===== config.mk =====
export PLATFORM = sky130hd
export DESIGN_NAME = abcu_unit
export DESIGN_NICKNAME = d
export VERILOG_FILES = /design/src/hdl/abcu_pkg.sv /design/src/hdl/abcu_unit.sv
export VERILOG_INCLUDE_DIRS = /design/src /design/src/hdl
export SDC_FILE = /design/constraint.sdc
export NUM_CORES = 1
export LEC_CHECK = 0
export BUFFER_PORTS_ARGS = -buffer_cell sky130_fd_sc_hd__buf_4
export CAP_MARGIN = 5
export CORE_MARGIN = 10
export CORE_UTILIZATION = 50
export CTS_CLUSTER_DIAMETER = 40
export DETAILED_ROUTE_END_ITERATION = 8
export PLACE_DENSITY = 0.7
export SYNTH_ARGS = -nofsm -noshare
export SYNTH_HDL_FRONTEND = slang
export SYNTH_SLANG_ARGS = --single-unit
export TNS_END_PERCENT = 100

===== constraint.sdc =====
create_clock -name clk -period 13.5 [get_ports clk]
set_input_delay 0 -clock clk [delete_from_list [all_inputs] [get_ports clk]]
set_output_delay 0 -clock clk [all_outputs]
set_load 0.01 [all_outputs]

===== src/hdl/abcu_regs.svh =====
// register offsets, field positions and reset values of the accumulator bit/convert unit
`ifndef ABCU_REGS_SVH
`define ABCU_REGS_SVH
`define ABCU_OFF_ACC        12'h000
`define ABCU_OFF_CMD        12'h004
`define ABCU_OFF_FLAGS      12'h008
`define ABCU_OFF_IRQ_STAT   12'h00c
`define ABCU_OFF_IRQ_MASK   12'h010
`define ABCU_CMD_OP_LSB     0
`define ABCU_CMD_OP_MSB     2
`define ABCU_CMD_CNT_LSB    8
`define ABCU_CMD_CNT_MSB    13
`define ABCU_FLG_ZERO       0
`define ABCU_FLG_NEG        1
`define ABCU_FLG_ENC_OVF    2
`define ABCU_FLG_INV_DIG    3
`define ABCU_FLG_BUSY       4
`define ABCU_IRQ_DONE       0
`define ABCU_IRQ_ENC_OVF    1
`define ABCU_IRQ_INV_DIG    2
`define ABCU_RST_ACC        32'h0000_0000
`define ABCU_RST_FLAGS      4'h0
`define ABCU_RST_IRQ        3'h0
`define ABCU_BCD_CYCLES     6'h20
`endif


===== src/hdl/abcu_pkg.sv =====
// types shared by the accumulator bit/convert unit
`default_nettype none
package abcu_pkg;
   typedef enum logic [0:0] {
      ABCU_IDLE    = 1'b0,
      ABCU_BCD_RUN = 1'b1
   } abcu_state_t;

   typedef enum logic [2:0] {
      ABCU_OP_NONE            = 3'h0,
      ABCU_OP_ROTATE_RIGHT    = 3'h1,
      ABCU_OP_PRIORITY_ENCODE = 3'h2,
      ABCU_OP_ONE_HOT_DECODE  = 3'h3,
      ABCU_OP_TO_BINARY       = 3'h4,
      ABCU_OP_TO_BCD          = 3'h5,
      ABCU_OP_ONES_COMPLEMENT = 3'h6
   } abcu_op_t;

   typedef struct packed {
      abcu_state_t state;
      logic [31:0] acc;
      logic        zero_result_flag;
      logic        negative_result_flag;
      logic        encode_overflow_flag;
      logic        invalid_digit_flag;
      logic [2:0]  irq_stat;
      logic [2:0]  irq_mask;
      logic [31:0] bcd_work;
      logic [31:0] bin_work;
      logic [5:0]  bcd_count;
      logic [31:0] prdata;
      logic        pslverr;
      logic        setup_done;
   } abcu_st_t;
endpackage
`default_nettype wire


===== src/hdl/abcu_unit.sv =====
// accumulator bit-operation and number-conversion unit with apb register access
//
// Design decisions made here: the APB slave port and the address map.
`timescale 1ns/100ps
`default_nettype none
`include "abcu_regs.svh"
module abcu_unit #(
   parameter int ACC_W = 32
) (
   input  wire logic        clk,
   input  wire logic        reset_n,
   input  wire logic        ce,
   input  wire logic        psel,
   input  wire logic        penable,
   input  wire logic        pwrite,
   input  wire logic [11:0] paddr,
   input  wire logic [31:0] pwdata,
   output logic             pready,
   output logic [31:0]      prdata,
   output logic             pslverr,
   output logic             irq
);
   // digit, rotate and encode logic assume exactly eight nibbles
   if (ACC_W != 32) begin : g_width_check
      $error("abcu_unit supports only a 32-bit accumulator");
   end

   abcu_pkg::abcu_st_t st_reg;
   abcu_pkg::abcu_st_t st_next;

   // lowest set bit index; overflow when more than one bit is set
   function automatic logic [5:0] enc_fn(input logic [31:0] v);
      logic [4:0] idx;
      logic       found;
      idx = 5'h00;
      found = 1'b0;
      for (int i = 0; i < 32; i++) begin
         if (v[i] && !found) begin
            idx = 5'(i);
            found = 1'b1;
         end
      end
      enc_fn = {(v & (v - 32'h0000_0001)) != 32'h0000_0000, idx};
   endfunction

   // repeated divide by 32 then one-hot; seven steps reduce any 32-bit value
   function automatic logic [31:0] dec_fn(input logic [31:0] v);
      logic [31:0] r;
      r = v;
      for (int i = 0; i < 7; i++) begin
         if (r > 32'h0000_001f) begin
            r = r >> 5;
         end
      end
      dec_fn = 32'h0000_0001 << r[4:0];
   endfunction

   // packed bcd to binary; top bit flags a digit above nine
   function automatic logic [32:0] bin_fn(input logic [31:0] v);
      logic [31:0] r;
      logic        bad;
      logic [3:0]  d;
      r = 32'h0000_0000;
      bad = 1'b0;
      d = 4'h0;
      for (int i = 7; i >= 0; i--) begin
         d = v[i*4 +: 4];
         if (d > 4'h9) begin
            bad = 1'b1;
         end
         r = 32'(r * 32'd10) + {28'h0, d};
      end
      bin_fn = {bad, r};
   endfunction

   // one double-dabble step: adjust digits then shift in next binary bit
   function automatic logic [31:0] dabble_fn(input logic [31:0] b, input logic bit_in);
      logic [31:0] r;
      r = b;
      for (int i = 0; i < 8; i++) begin
         if (r[i*4 +: 4] > 4'h4) begin
            r[i*4 +: 4] = 4'(r[i*4 +: 4] + 4'h3);
         end
      end
      dabble_fn = {r[30:0], bit_in};
   endfunction

   // register select on a full word address; unaligned offsets never match
   function automatic logic reg_hit(input logic [11:0] a, input logic [11:0] off);
      reg_hit = (a == off);
   endfunction

   // offsets that answer; anything else reads zero with an error response
   function automatic logic reg_mapped(input logic [11:0] a);
      reg_mapped = reg_hit(a, `ABCU_OFF_ACC) || reg_hit(a, `ABCU_OFF_CMD) || reg_hit(a, `ABCU_OFF_FLAGS)
                   || reg_hit(a, `ABCU_OFF_IRQ_STAT) || reg_hit(a, `ABCU_OFF_IRQ_MASK);
   endfunction

   // read word of the addressed register; the command register and holes read as zero
   function automatic logic [31:0] rd_fn(input logic [11:0] a,
                                         input logic [31:0] acc,
                                         input logic [4:0]  flg,
                                         input logic [2:0]  stat,
                                         input logic [2:0]  mask);
      case (a)
         `ABCU_OFF_ACC:      rd_fn = acc;
         `ABCU_OFF_FLAGS:    rd_fn = {27'h0, flg};
         `ABCU_OFF_IRQ_STAT: rd_fn = {29'h0, stat};
         `ABCU_OFF_IRQ_MASK: rd_fn = {29'h0, mask};
         default:            rd_fn = 32'h0000_0000;
      endcase
   endfunction

   logic        setup_ph;
   logic        access_ph;
   logic        rd_capture;
   logic        xfer_done;
   logic        access_ok;
   logic        wr_acc;
   logic        wr_cmd;
   logic        wr_stat;
   logic        wr_mask;
   logic        busy;
   logic [2:0]  cmd_op;
   logic [5:0]  cmd_cnt;
   logic [5:0]  enc_res;
   logic [32:0] bin_res;
   logic [31:0] dec_res;
   logic [31:0] inv_res;
   logic [31:0] rot_res;
   logic [31:0] rot_stage [0:5];
   logic [4:0]  flags_word;
   logic [2:0]  irq_pend;
   logic [31:0] result;

   // a setup edge lost to a low enable is made up in the access phase,
   // so read data always comes from an edge that saw this transfer's address
   assign setup_ph   = psel && !penable;
   assign access_ph  = psel && penable;
   assign rd_capture = setup_ph || (access_ph && !st_reg.setup_done);
   assign xfer_done  = access_ph && st_reg.setup_done;
   assign pready     = ce && (!access_ph || st_reg.setup_done);
   assign access_ok  = xfer_done && pwrite;
   assign wr_acc     = access_ok && reg_hit(paddr, `ABCU_OFF_ACC);
   assign wr_cmd     = access_ok && reg_hit(paddr, `ABCU_OFF_CMD);
   assign wr_stat    = access_ok && reg_hit(paddr, `ABCU_OFF_IRQ_STAT);
   assign wr_mask    = access_ok && reg_hit(paddr, `ABCU_OFF_IRQ_MASK);
   assign prdata     = st_reg.prdata;
   assign pslverr    = st_reg.pslverr;
   assign irq_pend   = st_reg.irq_stat & st_reg.irq_mask;
   assign irq        = |irq_pend;
   assign busy       = (st_reg.state == abcu_pkg::ABCU_BCD_RUN);
   assign flags_word = {busy,
                        st_reg.invalid_digit_flag,
                        st_reg.encode_overflow_flag,
                        st_reg.negative_result_flag,
                        st_reg.zero_result_flag};
   assign cmd_op     = pwdata[`ABCU_CMD_OP_MSB:`ABCU_CMD_OP_LSB];
   assign cmd_cnt    = pwdata[`ABCU_CMD_CNT_MSB:`ABCU_CMD_CNT_LSB];
   assign enc_res    = enc_fn(st_reg.acc);
   assign bin_res    = bin_fn(st_reg.acc);
   assign dec_res    = dec_fn(st_reg.acc);
   assign inv_res    = ~st_reg.acc;

   // five-stage rotator; a count of 32 has zero low bits and passes straight through
   assign rot_stage[0] = st_reg.acc;
   for (genvar s = 0; s < 5; s++) begin : g_rot
      assign rot_stage[s+1] = cmd_cnt[s] ? {rot_stage[s][(2**s)-1:0], rot_stage[s][31:2**s]}
                                         : rot_stage[s];
   end
   assign rot_res = rot_stage[5];

   always_comb begin
      logic [2:0] ev;
      logic       upd_zn;
      ev = 3'h0;
      upd_zn = 1'b0;
      result = st_reg.acc;
      st_next = st_reg;
      // the completion edge closes the transfer; any other edge with psel high has seen the address
      st_next.setup_done = psel && !xfer_done;
      // read data held from the capture edge through the access phase
      if (rd_capture) begin
         st_next.prdata = rd_fn(paddr, st_reg.acc, flags_word, st_reg.irq_stat, st_reg.irq_mask);
         st_next.pslverr = !reg_mapped(paddr);
      end
      if (wr_mask) begin
         st_next.irq_mask = pwdata[2:0];
      end
      case (st_reg.state)
         abcu_pkg::ABCU_IDLE: begin
            if (wr_acc) begin
               st_next.acc = pwdata;
            end else if (wr_cmd) begin
               case (abcu_pkg::abcu_op_t'(cmd_op))
                  abcu_pkg::ABCU_OP_ROTATE_RIGHT: begin
                     result = rot_res;
                     upd_zn = 1'b1;
                  end
                  abcu_pkg::ABCU_OP_PRIORITY_ENCODE: begin
                     result = {27'h0, enc_res[4:0]};
                     st_next.encode_overflow_flag = enc_res[5];
                     ev[`ABCU_IRQ_ENC_OVF] = enc_res[5];
                  end
                  abcu_pkg::ABCU_OP_ONE_HOT_DECODE: begin
                     result = dec_res;
                  end
                  abcu_pkg::ABCU_OP_TO_BINARY: begin
                     result = bin_res[31:0];
                     st_next.invalid_digit_flag = bin_res[32];
                     ev[`ABCU_IRQ_INV_DIG] = bin_res[32];
                     upd_zn = 1'b1;
                  end
                  abcu_pkg::ABCU_OP_TO_BCD: begin
                     // multi-cycle; only the low eight digits fit the accumulator
                     st_next.state = abcu_pkg::ABCU_BCD_RUN;
                     st_next.bin_work = st_reg.acc;
                     st_next.bcd_work = 32'h0000_0000;
                     st_next.bcd_count = `ABCU_BCD_CYCLES;
                  end
                  abcu_pkg::ABCU_OP_ONES_COMPLEMENT: begin
                     result = inv_res;
                  end
                  default: begin
                     result = st_reg.acc;
                  end
               endcase
               st_next.acc = result;
               if (abcu_pkg::abcu_op_t'(cmd_op) != abcu_pkg::ABCU_OP_TO_BCD) begin
                  ev[`ABCU_IRQ_DONE] = 1'b1;
               end
            end
         end
         abcu_pkg::ABCU_BCD_RUN: begin
            // acc and cmd writes are dropped while the conversion runs
            st_next.bcd_work = dabble_fn(st_reg.bcd_work, st_reg.bin_work[31]);
            st_next.bin_work = {st_reg.bin_work[30:0], 1'b0};
            st_next.bcd_count = 6'(st_reg.bcd_count - 6'h01);
            if (st_reg.bcd_count == 6'h01) begin
               result = st_next.bcd_work;
               st_next.acc = result;
               upd_zn = 1'b1;
               ev[`ABCU_IRQ_DONE] = 1'b1;
               st_next.state = abcu_pkg::ABCU_IDLE;
            end
         end
         default: begin
            st_next.state = abcu_pkg::ABCU_IDLE;
         end
      endcase
      if (upd_zn) begin
         st_next.zero_result_flag = (result == 32'h0000_0000);
         st_next.negative_result_flag = result[31];
      end
      // sticky events: a new event wins over a same-cycle clear
      if (wr_stat) begin
         st_next.irq_stat = st_reg.irq_stat & ~pwdata[2:0];
      end
      st_next.irq_stat = st_next.irq_stat | ev;
   end

   always_ff @(posedge clk) begin
      if (!reset_n) begin
         st_reg.state <= abcu_pkg::ABCU_IDLE;
         st_reg.acc <= `ABCU_RST_ACC;
         {st_reg.zero_result_flag, st_reg.negative_result_flag,
          st_reg.encode_overflow_flag, st_reg.invalid_digit_flag} <= `ABCU_RST_FLAGS;
         st_reg.irq_stat <= `ABCU_RST_IRQ;
         st_reg.irq_mask <= `ABCU_RST_IRQ;
         st_reg.bcd_work <= 32'h0000_0000;
         st_reg.bin_work <= 32'h0000_0000;
         st_reg.bcd_count <= 6'h00;
         st_reg.prdata <= 32'h0000_0000;
         st_reg.pslverr <= 1'b0;
         st_reg.setup_done <= 1'b0;
      end else if (ce) begin
         st_reg <= st_next;
      end
   end
endmodule
`default_nettype wire

==> results.cfg <==
[status]
status = finished, violations left
violations = negative setup slack

[routing]
drt_iter0_drc = 3389
drc = 0
wire_per_inst_um = 24.2
antenna_left = 0
drt_first_pass_iters = 9
routed_wl_mm = 102
vias_per_cell = 6.58
vias = 27800

[grt]
grt_max_degree = 82
overflow = 0
grt_pass1_vias = 26800
track_usage_pct = 33.9
grt_pass1_wl_mm = 149
grt_antenna_before_repair = 2

[final_layout]
final_nets = 3926
area_delta_synth_final_pct = 36.7
fin_util_pct = 69.2
drive_gt1_share_pct = 33.3
stdcell_count = 4222
largest_reg_flops = 77

[floorplan]
coreArea_mm2 = 0.0455
io_pins = 85
die_w_um = 235
initial_core_util_pct = 50.6
dieArea_mm2 = 0.0550
placementRows = 78
die_h_um = 235

[pwr]
internal-power_mw = 1.06
netSwitchingFraction_pct = 36.9
pwr-share-clk_pct = 28.5
p_total_mw = 1.68
p_per_area_mw_per_mm2 = 53.5
power.leakage_nw = 13.7
power_frac_comb_pct = 45.7
sequentialPowerShare_pct = 25.8
peakVddDrop_v = 0.0000826
power.net_switching_uw = 621

[yosys]
synth_area_per_cell_um2 = 7.50
async_flop_share_pct = 0
ys.warnings.count = 0
syn_area_mm2 = 0.0230
yosysSeqAreaShare_pct = 12.8
synth_seq_cells = 147
yosysTopAreaCell = ha_1
yosys.area.top_type_share_pct = 13.9
synth-edff-count = 0
yosys-top-cells-area = ha_1 14%, dfxtp_1 13%, nor2_1 5.7%, mux4_2 5.0%, xnor2_1 4.8%
synth_cells = 3068
synth_top_flop_cell = dfxtp_1
yosysUniqueCellTypes = 102

[placement]
portBuffers = 84
place_inst = 4083
dp_hpwl_mm = 70.8
gp_congestion = 1.02

[timing]
setup_ws_ns = -1.09
fmax_mhz = 68.5
hold_slack_ns = 0.0118
hold_viol = 0
worstMarginPinSlew_ns = 1.22
rsz0062_at_grt = true
post-route-period-util_pct = 108
relSlewSlack_pct = 18.0
finalMaxSlewViolations = 0
clock-skew-final_ns = 0.0270
setup_viol = 12
fin_crit_ns = 14.59

[job]
maxCapViolCount = 0

[setup_path]
cp-start-kind = flop
critPathMaxFanout = 6
r2r_slack_ns = -1.09
cp_common_cell = buf_4
cp_data_arrival_time_ns = 14.96
endpoint_kind = flop
path_class = reg2reg
slowest_stage = fa_2
critPathMaxStageDelay_ns = 0.60
critPathRequiredTime_ns = 13.87

[clock_tree]
cts_tree = yes
clk_latency_ns = 0.45
clkTransAtPathRegs_ns = 0.07
cts_buffers = 17
cts_sinks = 147
cts.htree.levels = 4
cts-root-buf = clkbuf_16
cts_buffer_depth = 2

[worst_hold_path]
hp-class = in2reg
routing by layer:
layer  wire length (um)  vias up  global-route usage (%)
li1                   -    12500                       -
met1              40300    13400                    42.8
met2              46900     1548                    55.7
met3               9510      391                    6.32
met4               5360        4                    14.4
met5                 27        -                       0
through the flow:
| step | setup slack (ns) | TNS (ns) | instance area [um2] |
|---|---|---|---|
| 2_1_floorplan | 0.00496 | 0 | 23300 |
| 3_3_place_gp | -1.36 | -10.17 | 27800 |
| 3_5_place_dp | -1.79 | -15.19 | 27800 |
| 4_1_cts | -0.366 | -1.59 | 30500 |
| 5_1_grt | -1.72 | -16.59 | 31500 |
| 6_report | -1.09 | -8.33 | 31500 |
worst max-delay path: cells and delay by family, from the launching register on:
kind | cells | cell delay [ns]
mux | 1 | 0.14
fa+ha+maj | 15 | 4.48
compound gates | 20 | 4.03
flops | 1 | 0.38
simple gates | 11 | 1.96
xor+xnor | 8 | 1.49
buf+inv | 17 | 2.01
cell usage after synthesis (14+ instances only):
library cell,n
nor2_1,351
ha_1,255
nand2_1,219
a21oi_1,204
clkbuf_1,155
o21ai_0,155
dfxtp_1,147
inv_1,143
xnor2_1,125
nor3_1,85
mux2i_1,80
nand3_1,70
xor2_1,67
a211oi_1,64
a22oi_1,61
mux4_2,51
nor4_1,50
a21o_1,46
and3_1,41
nor2b_1,34
o21a_1,33
buf_4,32
nand4_1,32
or3_1,31
a31oi_1,28
o211ai_1,26
nor3b_1,23
or4_1,22
and2_1,21
mux2_2,20
nand2b_1,20
a2111oi_0,19
buf_1,18
o21bai_1,17
a311oi_1,15
o221ai_1,15
fa_1,14
or2_2,14
layout make-up:
type	instances	area (um2)
Tap cell	600	751
Timing Repair Buffer	732	5580
Multi-Input combinational cell	2561	21000
Inverter	148	563
Fill cell	3595	14000
Clock buffer	18	429
Antenna cell	2	5.00
Clock inverter	14	153
Sequential cell	147	2960
logic make-up after synthesis:
kind of cell	share of synthesized area [%]
AND/OR/NAND/NOR	22.8
AO/OA/AOI/OAI	25.8
buffers and inverters	6.57
adder cells (fa/ha/maj)	15.1
XOR/XNOR	7.40
multiplexers	9.45
flip-flops	12.8
other	0.0163
worst paths after layout:
| kind | cells past startpoint | to | start |
|---|---|---|---|
| worst max-delay path | 72 | rot_stage[190] | rot_stage[189] |
| worst min-delay path | 5 | rot_stage[163] | pwdata[3] |
| worst max register to register | 72 | rot_stage[190] | rot_stage[189] |
| worst min register to register | 2 | st_reg[103] | st_reg[103] |
power groups by stage:
stage / sequential, mW / clock (mW) / combinational (mW)
after floorplan: 0.444 / 0 / 0.305
after global placement: 0.444 / 0 / 0.548
after detailed placement: 0.444 / 0 / 0.560
after CTS: 0.433 / 0.479 / 0.688
after global routing: 0.433 / 0.499 / 0.814
final: 0.433 / 0.480 / 0.770
cells in the final DEF, fill, tap and decap left out, types with 43 or more instances in the layout:
cell type and instances:
nor3_1 69, nand2_1 213, dfxtp_1 141, a22oi_1 61, inv_1 137, a211oi_1 53, ha_4 58, xnor2_2 43
xor2_1 46, mux2i_1 79, buf_4 716, ha_1 194, o21ai_0 137, nand3_1 65, xnor2_1 78, a21oi_1 166
nor2_1 331, mux4_2 51, a21o_1 46
what timing repair did:
item / CTS / global route
pin swaps: 156 / 101
hold buffers: 3 / 0
buffers inserted: 74 / 28
setup endpoints to repair: 14 / 17
cloned: 1 / 0
endpoints found under the hold margin: 11 / 0
gates resized for setup: 250 / 130
Power figures use the tool's default switching activity.
